### src/include/tdf_pkg.sv
// package: constants and carrier types for the telemetry downlist formatter
package tdf_pkg;
  localparam int unsigned CLK_HZ        = 10_000_000;
  localparam int unsigned SLOT_MS       = 20;
  localparam int unsigned SLOT_CYC      = CLK_HZ / 1000 * SLOT_MS;
  localparam int unsigned READOUT_MS    = 1000;
  localparam int unsigned HALF_READ_MS  = READOUT_MS / 2;
  localparam logic [5:0]  WORDS_PER_BLK = 6'h32;
  localparam logic [5:0]  FIRST_CODE    = 6'h01;
  localparam logic [6:0]  SLOTS_PER_CYC = 7'h64;
  localparam logic [6:0]  SLOT_FIRST    = 7'h01;
  localparam logic [6:0]  SLOT_HALF     = 7'h32;
  localparam logic [6:0]  SLOT_TIME_UPD = 7'h02;
  localparam logic [5:0]  W_MODE_RD     = 6'h01;
  localparam logic [5:0]  W_LAST_VAL    = 6'h02;
  localparam logic [5:0]  W_MODE_CLR    = 6'h03;
  localparam logic [5:0]  W_COS1        = 6'h04;
  localparam logic [5:0]  W_COS2        = 6'h05;
  localparam logic [5:0]  W_COS3        = 6'h06;
  localparam logic [5:0]  W_ADDR        = 6'h07;
  localparam logic [5:0]  W_ULLAGE      = 6'h1F;
  localparam logic [5:0]  W_TIME_HI     = 6'h2B;
  localparam int unsigned ADDR_W        = 9;
  localparam int unsigned DW            = 18;
  localparam int unsigned TW            = 24;
  localparam int unsigned FIFO_DEPTH    = 32;
  localparam logic [17:0] SIGN_ONE      = 18'h20000;
  localparam logic [17:0] ZERO_W        = 18'h00000;

  typedef logic [DW-1:0] tdf_word_t;

  typedef struct packed {
    logic clear_key;
    logic hold_key;
    logic enter_key;
    logic readout_key;
    logic op_error;
    logic [ADDR_W-1:0] addr;
    tdf_word_t         entered;
  } tdf_keys_s;

  typedef struct packed {
    logic [5:0] code;
    tdf_word_t  data;
  } tdf_tlm_s;
endpackage

### src/hw/tdf_formatter.sv
// telemetry downlist formatter: slot timing, list sequencing, mode flags, snapshots
// What this block does
// - sends a fixed 50-word block, repeated every second, twice per 2-s cycle
// - one word per 20-ms slot, only after a stop pulse is sensed
// - at each second's end the list position returns to the first word
// - at each block restart three cosines, ullage and self-test are snapshotted
// - each output word is 24 bits: 6-bit code then 18-bit data
// - the code is the word's list position, 01 to 62 octal
// - numeric data are two's complement, bit 17 is the sign
// - slots numbered 1 to 100; first list word in slots 1 and 51
// - time upper half increments once per 2 s during slot 2
// - unmarked words carry their value current at output time
// - readout flag set by readout key, cleared by clear or hold key
// - clear flag set by clear key, held until enter or readout key
// - readout while clear flag set sets readout flag as clear flag drops
// - enter keeps readout flag, puts entered word and address into words 2, 7
// - operator error on readout or enter zeros words 2 and 7
// - word 2 holds latest value; readout from clear mode delivers its data after half a second, otherwise at once
// - words 1, 2, 3 and 7 are sent live
// - cosine words use snapshot from slot 100 or slot 50
// - word 7 address sits in the low nine data bits
// - ullage/self-test word uses the snapshot from slot 100 or slot 50
`timescale 1ns/1ps
module tdf_formatter
  import tdf_pkg::*;
#(
  parameter int unsigned SLOT_CYCLES = SLOT_CYC,
  parameter int unsigned HALF_SLOTS  = HALF_READ_MS / SLOT_MS
) (
  // clock and reset
  input  wire logic             clk,
  input  wire logic             resetn,
  // telemetry equipment
  input  wire logic             stop_pulse,
  // display/keyboard unit
  input  wire tdf_keys_s        keys,
  input  wire tdf_word_t        readout_mem_data,
  // live and snapshot sources
  input  wire tdf_word_t        dir_cosine_row1_col1,
  input  wire tdf_word_t        dir_cosine_row1_col2,
  input  wire tdf_word_t        dir_cosine_row1_col3,
  input  wire tdf_word_t        ullage_self_test,
  input  wire tdf_word_t        time_lo,
  input  wire tdf_word_t        list_data,
  // status
  output tdf_word_t             time_hi,
  output logic [6:0]            slot_num,
  output logic                  readout_mode,
  output logic                  clear_mode,
  output logic [ADDR_W-1:0]     entry_address_word,
  output tdf_word_t             last_entered_value,
  // list data request
  output logic [5:0]            list_index,
  // telemetry stream
  output logic                  tlm_valid,
  input  wire logic             tlm_ready,
  output tdf_tlm_s              tlm_data,
  output logic                  word_dropped
);
  typedef struct packed {
    logic [$clog2(SLOT_CYCLES+1)-1:0] tick;
    logic [6:0]  slot;
    logic [5:0]  pos;
    logic        armed;
    logic        push;
    tdf_tlm_s    word;
    logic        drop;
    tdf_word_t   cos1, cos2, cos3, ull;
    tdf_word_t   thi;
    logic        rd_mode, clr_mode;
    logic [ADDR_W-1:0] addr;
    tdf_word_t   val;
    logic [6:0]  rd_wait;
  } tdf_state_s;

  tdf_state_s st_reg, st_next;
  logic       rst_s1_reg, rst_s2_reg;
  logic       f_ready;
  tdf_word_t  sel;

  function automatic logic [6:0] next_slot(input logic [6:0] s);
    next_slot = (s == SLOTS_PER_CYC) ? SLOT_FIRST : 7'(s + 7'h01);
  endfunction

  always_ff @(posedge clk or negedge resetn) begin
    if (!resetn) begin
      rst_s1_reg <= 1'b0;
      rst_s2_reg <= 1'b0;
    end else begin
      rst_s1_reg <= 1'b1;
      rst_s2_reg <= rst_s1_reg;
    end
  end

  assign list_index = st_reg.pos;

  // word selection: live words 1,2,3,7 and time; snapshots for cosines and ullage
  always_comb begin
    unique case (st_reg.pos)
      W_MODE_RD:  sel = st_reg.rd_mode ? SIGN_ONE : ZERO_W;
      W_LAST_VAL: sel = st_reg.val;
      W_MODE_CLR: sel = st_reg.clr_mode ? SIGN_ONE : ZERO_W;
      W_COS1:     sel = st_reg.cos1;
      W_COS2:     sel = st_reg.cos2;
      W_COS3:     sel = st_reg.cos3;
      W_ADDR:     sel = tdf_word_t'(st_reg.addr);
      W_ULLAGE:   sel = st_reg.ull;
      W_TIME_HI:  sel = st_reg.thi;
      default:    sel = list_data;
    endcase
  end

  always_comb begin
    st_next      = st_reg;
    st_next.push = 1'b0;
    st_next.drop = 1'b0;
    if (stop_pulse) begin
      st_next.armed = 1'b1;
    end
    if (st_reg.tick == ($bits(st_reg.tick))'(SLOT_CYCLES - 1)) begin
      st_next.tick = '0;
      st_next.slot = next_slot(st_reg.slot);
      if (st_reg.slot == SLOTS_PER_CYC || st_reg.slot == SLOT_HALF) begin
        st_next.pos  = FIRST_CODE;
        st_next.cos1 = dir_cosine_row1_col1;
        st_next.cos2 = dir_cosine_row1_col2;
        st_next.cos3 = dir_cosine_row1_col3;
        st_next.ull  = ullage_self_test;
      end
      if (next_slot(st_reg.slot) == SLOT_TIME_UPD) begin
        st_next.thi = st_reg.thi + 1'b1;
      end
      if (st_reg.rd_wait != '0) begin
        st_next.rd_wait = st_reg.rd_wait - 1'b1;
        if (st_reg.rd_wait == 7'h01) begin
          st_next.val = readout_mem_data;
        end
      end
    end else begin
      st_next.tick = st_reg.tick + 1'b1;
      if (st_reg.tick == '0 && st_reg.armed && st_reg.pos <= WORDS_PER_BLK) begin
        st_next.armed     = stop_pulse;
        st_next.word.code = st_reg.pos;
        st_next.word.data = sel;
        if (f_ready) begin
          st_next.push = 1'b1;
          st_next.pos  = st_reg.pos + 1'b1;
        end else begin
          st_next.drop = 1'b1;
        end
      end
    end
    // display/keyboard mode flags
    if (keys.clear_key) begin
      st_next.clr_mode = 1'b1;
      st_next.rd_mode  = 1'b0;
    end else if (keys.hold_key) begin
      st_next.rd_mode = 1'b0;
    end else if (keys.readout_key) begin
      st_next.clr_mode = 1'b0;
      // a newer readout or enter key press cancels a pending delayed readout load
      st_next.rd_wait  = '0;
      if (keys.op_error) begin
        st_next.val  = ZERO_W;
        st_next.addr = '0;
      end else begin
        st_next.rd_mode = 1'b1;
        st_next.addr    = keys.addr;
        if (st_reg.clr_mode) begin
          st_next.val     = ZERO_W;
          st_next.rd_wait = 7'(HALF_SLOTS);
        end else begin
          st_next.val = readout_mem_data;
        end
      end
    end else if (keys.enter_key) begin
      st_next.clr_mode = 1'b0;
      st_next.rd_wait  = '0;
      if (keys.op_error) begin
        st_next.val  = ZERO_W;
        st_next.addr = '0;
      end else begin
        st_next.val  = keys.entered;
        st_next.addr = keys.addr;
      end
    end
  end

  always_ff @(posedge clk or negedge rst_s2_reg) begin
    if (!rst_s2_reg) begin
      st_reg      <= '0;
      st_reg.slot <= SLOT_FIRST;
      st_reg.pos  <= FIRST_CODE;
    end else begin
      st_reg <= st_next;
    end
  end

  tdf_fifo #(
    .WIDTH (TW),
    .DEPTH (FIFO_DEPTH)
  ) u_fifo (
    .clk       (clk),
    .rst_n     (rst_s2_reg),
    .in_valid  (st_reg.push),
    .in_ready  (f_ready),
    .in_data   (st_reg.word),
    .out_valid (tlm_valid),
    .out_ready (tlm_ready),
    .out_data  (tlm_data)
  );

  assign time_hi            = st_reg.thi;
  assign slot_num           = st_reg.slot;
  assign readout_mode       = st_reg.rd_mode;
  assign clear_mode         = st_reg.clr_mode;
  assign entry_address_word = st_reg.addr;
  assign last_entered_value = st_reg.val;
  assign word_dropped       = st_reg.drop;
endmodule

### src/hw/tdf_fifo.sv
// synchronous valid/ready fifo
`timescale 1ns/1ps
module tdf_fifo #(
  parameter int unsigned WIDTH = 24,
  parameter int unsigned DEPTH = 32
) (
  // clock and reset
  input  wire logic             clk,
  input  wire logic             rst_n,
  // write side
  input  wire logic             in_valid,
  output logic                  in_ready,
  input  wire logic [WIDTH-1:0] in_data,
  // read side
  output logic                  out_valid,
  input  wire logic             out_ready,
  output logic      [WIDTH-1:0] out_data
);
  localparam int unsigned AW = $clog2(DEPTH);
  typedef struct packed {
    logic [AW:0] wp;
    logic [AW:0] rp;
  } tdf_fifo_s;
  tdf_fifo_s        st_reg, st_next;
  logic [WIDTH-1:0] mem [DEPTH];
  logic             full, empty, push, pop;

  assign full      = (st_reg.wp[AW] != st_reg.rp[AW]) && (st_reg.wp[AW-1:0] == st_reg.rp[AW-1:0]);
  assign empty     = st_reg.wp == st_reg.rp;
  assign in_ready  = !full;
  assign out_valid = !empty;
  assign push      = in_valid && !full;
  assign pop       = out_ready && !empty;
  assign out_data  = mem[st_reg.rp[AW-1:0]];

  always_comb begin
    st_next = st_reg;
    if (push) begin
      st_next.wp = st_reg.wp + 1'b1;
    end
    if (pop) begin
      st_next.rp = st_reg.rp + 1'b1;
    end
  end

  always_ff @(posedge clk) begin
    if (push) begin
      mem[st_reg.wp[AW-1:0]] <= in_data;
    end
  end

  always_ff @(posedge clk or negedge rst_n) begin
    if (!rst_n) begin
      st_reg <= '0;
    end else begin
      st_reg <= st_next;
    end
  end
endmodule

### config.mk
export PLATFORM = sky130hd
export DESIGN_NAME = tdf_formatter
export DESIGN_NICKNAME = d
export VERILOG_FILES = /design/src/include/tdf_pkg.sv /design/src/hw/tdf_formatter.sv /design/src/hw/tdf_fifo.sv
export SDC_FILE = /design/constraint.sdc
export NUM_CORES = 1
export LEC_CHECK = 0
export ABC_AREA = 1
export BUFFER_PORTS_ARGS = -buffer_cell sky130_fd_sc_hd__buf_2
export CORE_MARGIN = 4
export CORE_UTILIZATION = 40
export CTS_CLUSTER_SIZE = 30
export DETAILED_ROUTE_END_ITERATION = 16
export HOLD_SLACK_MARGIN = 0.05
export PLACE_DENSITY = 0.65
export SETUP_SLACK_MARGIN = 0.5
export SLEW_MARGIN = 25
export SYNTH_ARGS = -nofsm -noshare
export SYNTH_HDL_FRONTEND = slang
export SYNTH_HIERARCHICAL = 1
export SYNTH_SLANG_ARGS = --single-unit
export TNS_END_PERCENT = 1
### constraint.sdc
create_clock -name clk -period 9.35 [get_ports clk]
set_input_delay 0 -clock clk [delete_from_list [all_inputs] [get_ports clk]]
set_output_delay 0 -clock clk [all_outputs]
set_load 0.01 [all_outputs]
* Yosys cells after proc, flatten, opt, wreduce, memory -nomap -nowiden
Memory sizes are Yosys's and may differ from the RTL's.
Cells that the tools add are included.
** Word-level totals
- Memories kept :: 1
- Bits in writable memories :: 768
- Flip-flop bits (word level) :: 198
** Cells by class
- Multiplexer cells :: 31
- Order comparisons :: 1
- Add/sub/neg operators :: 7
- Reduce and logical (&&, ||, !) cells :: 21
- Eq/ne operators :: 21
- Bitwise gates (word level) :: 3
** Memory list
- u_fifo.mem :: depth 32, width 24, rd ports 1, clocked after memory_dff 0, wr ports 1, line tdf_fifo.sv:25 : logic [WIDTH-1:0] mem [DEPTH];
** Operator list (count)
- 18-bit case mux with 9 select lines :: 1
- 35-bit 2-to-1 mux :: 3
- 18-bit 2-to-1 mux :: 5
- 27-bit 2-to-1 mux :: 3
- 25-bit 2-to-1 mux :: 3
- 18-bit by 1-bit adder with 18-bit output (second input constant) :: 2
- 33-bit 2-to-1 mux :: 1
- 6-bit by 3-bit equality test with 1-bit output (second input constant) :: 4
- 6-bit by 1-bit adder with 6-bit output (second input constant) :: 3
- 18-bit equality test (second input constant) :: 1
- 18-bit logical NOT :: 1
- 6-bit 2-to-1 mux :: 3
- 6-bit by 2-bit equality test with 1-bit output (second input constant) :: 2
- 5-bit 2-to-1 mux :: 2
- 2-bit AND reduction :: 5
- 1-bit 2-to-1 mux :: 8
- 7-bit by 1-bit adder with 7-bit output (second input constant) :: 1
- 7-bit by 1-bit equality test with 1-bit output (second input constant) :: 1
- 7-bit by 2-bit equality test with 1-bit output (second input constant) :: 1
- 7-bit by 6-bit equality test with 1-bit output (second input constant) :: 1
- 7-bit equality test (second input constant) :: 1
- 7-bit 2-to-1 mux :: 1
- 7-bit nonzero test :: 1
- 7-bit by 1-bit subtractor with 7-bit output (second input constant) :: 1
- other kinds (18) :: 29

* Longest topological paths before layout
Gate-level depths: netlist of run 1.
- Word-level depth :: 8
- Depth in mapped cells :: 12

* Cells and area by module
Netlist of run 1, hierarchy kept.
** Modules (own cells, without submodules)
- tdf_fifo :: cells an instance 2768, seq. area each 23362.4 sq um, times used 1, area each 32074.5 sq um
- tdf_formatter :: cells an instance 1491, seq. area each 4657.0 sq um, times used 1, area each 10662.7 sq um

* Least setup slack after synthesis of run 1
No wires, ideal clock.
- Path type :: reg2reg
- Start :: register u_fifo/st_reg[0] (netlist name)
- End :: memory u_fifo.mem[14][0], enable pin
- Stages on the path, launching flop included :: 9
- Clock period less this slack :: 2.651 ns
- Setup slack :: 6.699 ns
- Setup time :: 0.405 ns
- Arrival :: 2.246 ns
- Data required time :: 8.945 ns
- Cell sequence :: dfrtp_1 -> buf_4 -> xor2_1 -> nor2_2 -> nand4_4 -> nand2_2 -> buf_6 -> buf_6 -> nor2_1
** On the way
- Cells in the longest elaborated chain, start to end :: 6
** RTL lines
- start: declaration :: line tdf_fifo.sv:24 : tdf_fifo_s st_reg, st_next;
- start signal: assignment :: line tdf_fifo.sv:56 : st_reg <= st_next;
- 5-bit equality test :: line tdf_fifo.sv:28 : assign full = (st_reg.wp[AW] != st_reg.rp[AW]) && (st_reg.wp[AW-1:0] == st_reg.rp[AW-1:0]);
- 1-bit logical AND :: line tdf_fifo.sv:28
- 1-bit logical NOT
- 1-bit logical AND :: line tdf_fifo.sv:32 : assign push = in_valid && !full;
- 1-bit 2-to-1 mux :: line tdf_fifo.sv:47 : if (push) begin
- 1-bit 2-to-1 mux (implied by the code) :: line tdf_fifo.sv:48 : mem[st_reg.wp[AW-1:0]] <= in_data;
- end: declaration :: line tdf_fifo.sv:25
No other way between the ends.

==> metrics, run 1 <==
final weighted congestion in routability-driven placement=0.872; Synth warnings=6; combinational family with the most area after synthesis=simple AND/OR/NAND/NOR gates; unrepaired setup endpoints after global routing=no; number of nets at the end of the flow=4703; post-route antenna net violation count=0; Total Negative Setup Slacks=0 ns; via/cell ratio=5.21; CTS buffer count=99; Via Count=31200; simple-gate share of the synthesized area=0.263; post-synth design cell area=42700 um^2; count of input and output buffers=229; sequential cell area fraction in the yosys report=0.656; compound-gate portion of the synthesized area=0.0159; CTS H-Tree Depth=3; CTS tree=yes; synthesis-to-layout area growth=15.7%; total die area=112000 um^2; period utilisation layout=0.459; endpoint type of the worst setup path=output pin; clock latency at the later pin of the worst-skew pair=0.68 ns; number of sinks driven by the clock tree=966; Iteration-0 DRC Markers=2749; startpoint type of the worst setup path=flip-flop; Avg Synthesized Cell Area=10.0 um^2; TritonRoute pass-1 iters=6; data required time of the critical path=9.35 ns; max_slew headroom=0.285; Synth Area in Adders=0.00556; ratio of cells with drive above 1 in the final layout=0.115; reg2reg setup slack=5.36 ns; clock slew at the register clock pins of the worst setup and hold paths=0.06 ns; All-Layer GR Usage=0.204; slowest cell on the critical path=sky130_fd_sc_hd__inv_6; initial standard-cell utilization of the core=0.404; status=complete, no violations; post-layout min period=4.30 ns; # fillers=9584; buffer count from post-CTS setup fixing=0; category of the most critical setup path=flip-flop to output pin; final routed DRC violation total=0; final wirelength=117 mm; CTS Root Cell=sky130_fd_sc_hd__clkbuf_16; maximum number of pins on one net before global-route repair=125; number of failing setup endpoints in the final timing report=0; post-detailed-placement half-perimeter wirelength=66.5 mm; critical path, cell by cell=inv_6 > buf_6 > nand3_1 > nand3_1 > nand2_1 > nand2_1 > nand2_1 > nand2_1 > nand2_1 > buf_2; synthesized instance count=4259; Final Hold Vio Count=0; maximum count of clock buffers along a single path=3; post-synthesis sequential element count=966; final design utilization=0.468; core region area=106000 um^2; Critical Path Max Stage Delay=0.94 ns; die height=335 um; sum of overflow across all layers after global routing=0; class of the most critical hold timing path=input port to flip-flop; post-synth net total=4440; highest achievable clock rate=233 MHz; fraction of synthesized cell area in xor and xnor cells=0.00673; vias in the first global route=30100; placed cell area=44400 um^2; multiplexer share of the synthesized area=0; area taken by flip-flops and latches=28100 um^2; Netlist cell types=42; Critical Path AT=4.30 ns; EDFF count, synth=768; number of antenna violations at the first check in global routing=0; cell leakage power=20.3 nW; global-route wire length before repair=178 mm; floorplan row count=119; asr flop ratio synth=0.205; skew final=0.0353 ns; max-cap violation count=0; number of flip-flops under the largest register name=768; area of the multi-input gates=12500 um^2; Pwr per Cell Area=244 nW/um^2; most prevalent standard cell on the critical path=sky130_fd_sc_hd__nand2_1; maximum fanout encountered on the critical timing path=111; number of top-level design ports=248; number of max-slew violations in the final report=0; Tightest Pin Transition=1.07 ns; die outline width=335 um; Peak VDD IR=0.000244 V; Routed wire per std cell=19.5 um; most common flop cell mapped by yosys=sky130_fd_sc_hd__edfxtp_1; area of all placed cells without fillers=49500 um^2
==> metrics by stage <==
step           hold slack [ns]  std cells  power (mW)  worst slack [ns]
2_1_floorplan           -0.296       4259        7.15              3.43
3_3_place_gp            -0.214       5640        8.09              5.43
3_5_place_dp            -0.213       5642        8.13              5.40
4_1_cts                 0.0600       5993        12.1              4.74
5_1_grt                  0.110       5995        12.7              4.82
6_report                 0.106       5996        12.1              5.06
==> repair_timing <==
action | 4_1_cts | 5_1_grt
resized for setup | 0 | 0
hold buffers | 168 | 0
endpoints found under the hold margin | 132 | 0
==> layer usage <==
metal,global-route usage,vias up,share of wire
met5,0,-,0
met4,0.0749,0,0.037
met3,0.0328,241,0.070
met2,0.344,1220,0.48
met1,0.268,15000,0.41
li1,-,14700,-
==> synthesized netlist by cell type (2+ instances only) <==
cell,n,share of area
sky130_fd_sc_hd__inv_1,142,0.012
sky130_fd_sc_hd__nor4_1,2,0.00029
sky130_fd_sc_hd__a21oi_1,8,0.00094
sky130_fd_sc_hd__buf_2,109,0.013
sky130_fd_sc_hd__nand2_2,4,0.00059
sky130_fd_sc_hd__buf_4,100,0.018
sky130_fd_sc_hd__xor2_1,28,0.0057
sky130_fd_sc_hd__o21bai_1,3,0.00053
sky130_fd_sc_hd__clkbuf_1,44,0.0039
sky130_fd_sc_hd__nand4_1,24,0.0035
sky130_fd_sc_hd__edfxtp_1,768,0.54
sky130_fd_sc_hd__nor3_1,23,0.0027
sky130_fd_sc_hd__o21ai_1,16,0.0019
sky130_fd_sc_hd__clkinv_1,4,0.00035
sky130_fd_sc_hd__xnor2_1,3,0.00061
sky130_fd_sc_hd__nand3_1,714,0.084
sky130_fd_sc_hd__a21oi_2,12,0.0025
sky130_fd_sc_hd__dfrtp_1,196,0.11
sky130_fd_sc_hd__nand2_1,1530,0.13
sky130_fd_sc_hd__buf_1,18,0.0016
sky130_fd_sc_hd__nor2_4,16,0.0042
sky130_fd_sc_hd__inv_2,13,0.0011
sky130_fd_sc_hd__nand3_2,4,0.00094
sky130_fd_sc_hd__buf_6,10,0.0026
sky130_fd_sc_hd__ha_1,19,0.0056
sky130_fd_sc_hd__o21ai_0,70,0.0082
sky130_fd_sc_hd__nor2_2,5,0.00073
sky130_fd_sc_hd__o211ai_1,8,0.0014
sky130_fd_sc_hd__nor2_1,352,0.031
sky130_fd_sc_hd__dfstp_2,2,0.0012
==> area by class of cell <==
type / instances / area share
well taps: 1391 / 0.0352
clock inverters: 54 / 0.0116
inverters: 160 / 0.0125
diodes: 1 / 0.0000506
multi-input cells: 2850 / 0.253
repair buffers: 445 / 0.0664
clock buffers: 129 / 0.0538
flip-flops and latches: 966 / 0.567
==> placed cells by master, fill, tap and decap left out, drive strengths merged <==
cell,count
dfstp,2
nor3,23
edfxtp,768
a21o,1
xor2,28
o21bai,3
dlygate4sd3,168
diode,1
o21ai,86
bufinv,11
nand4,26
o22ai,1
xnor2,4
nor2,373
clkinv,43
inv,157
nand3,718
nand3b,1
nor4,2
clkinvlp,3
conb,1
o21a,1
buf,277
ha,19
a21oi,20
nand2,1534
o211ai,8
clkbuf,129
dfrtp,196
or2,1
==> cell families after synthesis <==
family | after synthesis
simple gates | 2678
flops | 966
buf+inv | 443
compound gates | 120
xor+xnor | 32
fa+ha+maj | 19
other cells | 1
==> critical path: cells and delay by family, from the launching register on <==
| kind | cells | cell delay, ns |
|---|---|---|
| buf+inv | 3 | 1.84 |
| simple gates | 7 | 0.91 |
| flops | 1 | 0.85 |
==> worst paths after layout <==
check                                        startpoint                            to  cells past startpoint
setup / recovery           u_fifo/st_reg[1]$_DFFE_PN0P_                  tlm_data[19]                     10
hold / removal                  dir_cosine_row1_col3[2]        st_reg[74]$_DFFE_PN0P_                      4
setup reg to reg           u_fifo/st_reg[0]$_DFFE_PN0P_  u_fifo/mem[14][12]$_DFFE_PP_                      8
hold reg to reg                    rst_s1_reg$_DFF_PN0_          rst_s2_reg$_DFF_PN0_                      0
max in group asynchronous          rst_s2_reg$_DFF_PN0_        time_hi[5]$_DFFE_PN0P_                      1
min in group asynchronous                        resetn          rst_s2_reg$_DFF_PN0_                      3
==> power by group <==
part	internal, mW	switching, mW
Sequential	4.71	0.244
Combinational	0.949	2.24
Clock	2.31	1.64
Total	7.97	4.12
(Power assumes the default switching activity.)
==> run 2, diff against run 1 <==
clock period = 4.19 ns   (was 9.35 ns; I/O delays follow)
==> metrics, run 2 (synthesized netlist as in run 1, its figures left out) <==
status=complete, no violations; delay-heaviest family, CP=buffers and inverters; period utilisation layout=0.830; buffer count from post-CTS setup fixing=0 (unchanged); count of input and output buffers=229 (unchanged); class of the most critical hold timing path=input port to flip-flop; via/cell ratio=5.22 (+0.12%); initial standard-cell utilization of the core=0.404 (unchanged); category of the most critical setup path=flip-flop to output pin; buffering stage count on the worst path with inverters included=2 (-1); Logic pwr share=0.267 (+0.003); CTS tree=yes; number of failing setup endpoints in the final timing report=0 (unchanged); data required time of the critical path=4.19 ns (-5.16 ns); Tightest Pin Transition=1.09 ns (+0.0237 ns); internal power contribution=18.3 mW (+130%); number of antenna violations at the first check in global routing=1 (+1); worst-case hold slack=0.108 ns (+0.00241 ns); maximum count of clock buffers along a single path=3 (unchanged); CTS Root Cell=sky130_fd_sc_hd__clkbuf_16; Pwr per Cell Area=554 nW/um^2 (+130%); startpoint type of the worst setup path=flip-flop; Routed wire per std cell=19.6 um (+0.36%); reported net switching power=9.32 mW (+130%); Post-Layout Cell Count=6013 (+0.28%); Final Hold Vio Count=0 (unchanged); clock network fraction of design power=0.337 (+0.011); ratio of cells with drive above 1 in the final layout=0.120 (+0.00526); slowest cell on the critical path=sky130_fd_sc_hd__dfrtp_4; core region area=106000 um^2 (unchanged); maximum number of pins on one net before global-route repair=218 (+74%); placed cell area=44600 um^2 (+0.31%); final wirelength=118 mm (+0.64%); floorplan row count=119 (unchanged); number of nets at the end of the flow=4713 (+0.21%); maximum fanout encountered on the critical timing path=55 (-50%); post-route antenna net violation count=0 (unchanged); endpoint type of the worst setup path=output pin; Peak VDD IR=0.000642 V (+160%); Critical Path Max Stage Delay=0.94 ns (about the same); Critical Path AT=3.48 ns (-0.82 ns); CTS buffer count=99 (unchanged); skew final=0.0230 ns (-0.0123 ns); clock latency at the later pin of the worst-skew pair=0.67 ns (about the same); final design utilization=0.472 (+0.00402); # fillers=9503 (-0.85%); vias in the first global route=30500 (+1.1%); number of sinks driven by the clock tree=966 (unchanged); All-Layer GR Usage=0.205 (+0.00123); TritonRoute pass-1 iters=6 (unchanged); number of flip-flops under the largest register name=768 (unchanged); number of max-slew violations in the final report=0 (unchanged); unrepaired setup endpoints after global routing=yes; commonest cells after routing, fill and taps aside=sky130_fd_sc_hd__nand2_1 (1530), sky130_fd_sc_hd__edfxtp_1 (768), sky130_fd_sc_hd__nand3_1 (714), sky130_fd_sc_hd__nor2_1 (330), sky130_fd_sc_hd__buf_2 (229); die outline width=335 um (unchanged); Total Negative Setup Slacks=0 ns (unchanged); post-detailed-placement half-perimeter wirelength=67.2 mm (+1.1%); max-cap violation count=0 (unchanged); highest achievable clock rate=288 MHz; synthesis-to-layout area growth=16.7%; proportion of power drawn by flip-flops and latches=0.396 (-0.014); cell total after placement=5649 (+0.12%); sw frac=0.337 (-0.00333); die height=335 um (unchanged); most common cell after layout, fill and taps aside=sky130_fd_sc_hd__nand2_1; number of top-level design ports=248 (unchanged); global-route wire length before repair=179 mm (+0.56%); clock slew at the register clock pins of the worst setup and hold paths=0.06 ns (about the same); post-layout min period=3.48 ns; final routed DRC violation total=0 (unchanged); final weighted congestion in routability-driven placement=0.859 (-1.6%); Iteration-0 DRC Markers=2762 (+0.47%); CTS H-Tree Depth=3 (unchanged); area of all placed cells without fillers=49900 um^2 (+0.86%); critical path, cell by cell=buf_4 > nand3_1 > nand2_1 > nand2_1 > nand2_1 > nand2_1 > nand2_1 > buf_2; Via Count=31400 (+0.40%); sum of overflow across all layers after global routing=0 (unchanged); max_slew headroom=0.269 (-0.0159); most prevalent standard cell on the critical path=sky130_fd_sc_hd__nand2_1; cell leakage power=20.5 nW (+1.0%); total die area=112000 um^2 (unchanged)
==> run 2: cell count changes in the layout (fill, tap and decap cells not counted), moves of 2 or more <==
cell | previous run | this run
sky130_fd_sc_hd__inv_8 | 1 | 3
sky130_fd_sc_hd__bufinv_16 | 11 | 16
sky130_fd_sc_hd__clkinv_1 | 25 | 19
sky130_fd_sc_hd__clkbuf_1 | 24 | 18
sky130_fd_sc_hd__clkinv_4 | 1 | 3
sky130_fd_sc_hd__buf_6 | 4 | 0
sky130_fd_sc_hd__buf_12 | 0 | 9
sky130_fd_sc_hd__clkbuf_16 | 100 | 103
sky130_fd_sc_hd__diode_2 | 1 | 3
sky130_fd_sc_hd__buf_4 | 40 | 44
sky130_fd_sc_hd__clkinv_2 | 14 | 17
==> run 2: path summary, 6_finish.rpt <==
check                                              from                                to  slack [ns]  depth (start not counted)
max                        u_fifo/st_reg[2]$_DFFE_PN0P_                      tlm_data[19]        0.71                          8
min                             dir_cosine_row1_col1[2]           st_reg[110]$_DFFE_PN0P_        0.11                          4
max reg2reg                      clear_mode$_DFFE_PN0P_   last_entered_value[6]$_DFF_PN0_        0.75                          8
min reg2reg                        rst_s2_reg$_DFF_PN0_            st_reg[67]$_DFFE_PN0P_        0.36                          0
max in group asynchronous          rst_s2_reg$_DFF_PN0_  last_entered_value[17]$_DFF_PN0_        2.91                          1
min in group asynchronous                        resetn              rst_s1_reg$_DFF_PN0_        0.20                          3
==> run 2: power by group through the flow <==
stage	clock network (mW)	logic, mW	registers (mW)
6_report	9.32	7.38	10.9
5_1_grt	9.87	8.17	10.9
4_1_cts	9.45	7.32	10.9
3_5_place_dp	0	7.14	11.1
3_3_place_gp	0	7.06	11.1
2_1_floorplan	0	5.12	10.8
==> run 2: timing repair <==
| item | 4_1_cts | 5_1_grt |
|---|---|---|
| setup endpoints to repair | 0 | 2 |
| resized for setup | 0 | 1 |
| hold buffers | 169 | 0 |
| endpoints found under the hold margin | 132 | 0 |
==> run 2: worst reg2reg max path, delay by kind of cell, from the launching register on <==
kind                   cells  cell delay (ns)
AND/OR/NAND/NOR            2             0.34
AO/OA/AOI/OAI              2             0.17
buffers and inverters      4             2.29
flip-flops                 1             0.53
==> run 2: per-stage QoR <==
| stage | setup slack, ns | total power, mW |
|---|---|---|
| global placement | 1.17 | 18.2 |
| finish | 0.712 | 27.6 |
| detailed placement | 1.17 | 18.3 |
| global route | 0.485 | 29.0 |
| CTS | 0.677 | 27.7 |
| floorplan | 0.929 | 16.0 |
==> run 2: final cells by class <==
class | count | area (um^2) | area share
timing repair buffer | 455 | 3460 | 0.0693
sequential | 966 | 28100 | 0.563
clock buffer | 126 | 2710 | 0.0544
clock inverter | 62 | 757 | 0.0152
tap | 1391 | 1740 | 0.0349
inverter | 160 | 623 | 0.0125
antenna | 3 | 7.51 | 0.000151
multi-input combinational | 2850 | 12500 | 0.251
==> run 2: per-layer routing <==
layer,GRT usage,part of all wire
met1,0.272,0.41
met2,0.342,0.48
met3,0.0400,0.075
met4,0.0686,0.034
met5,0,0.00011
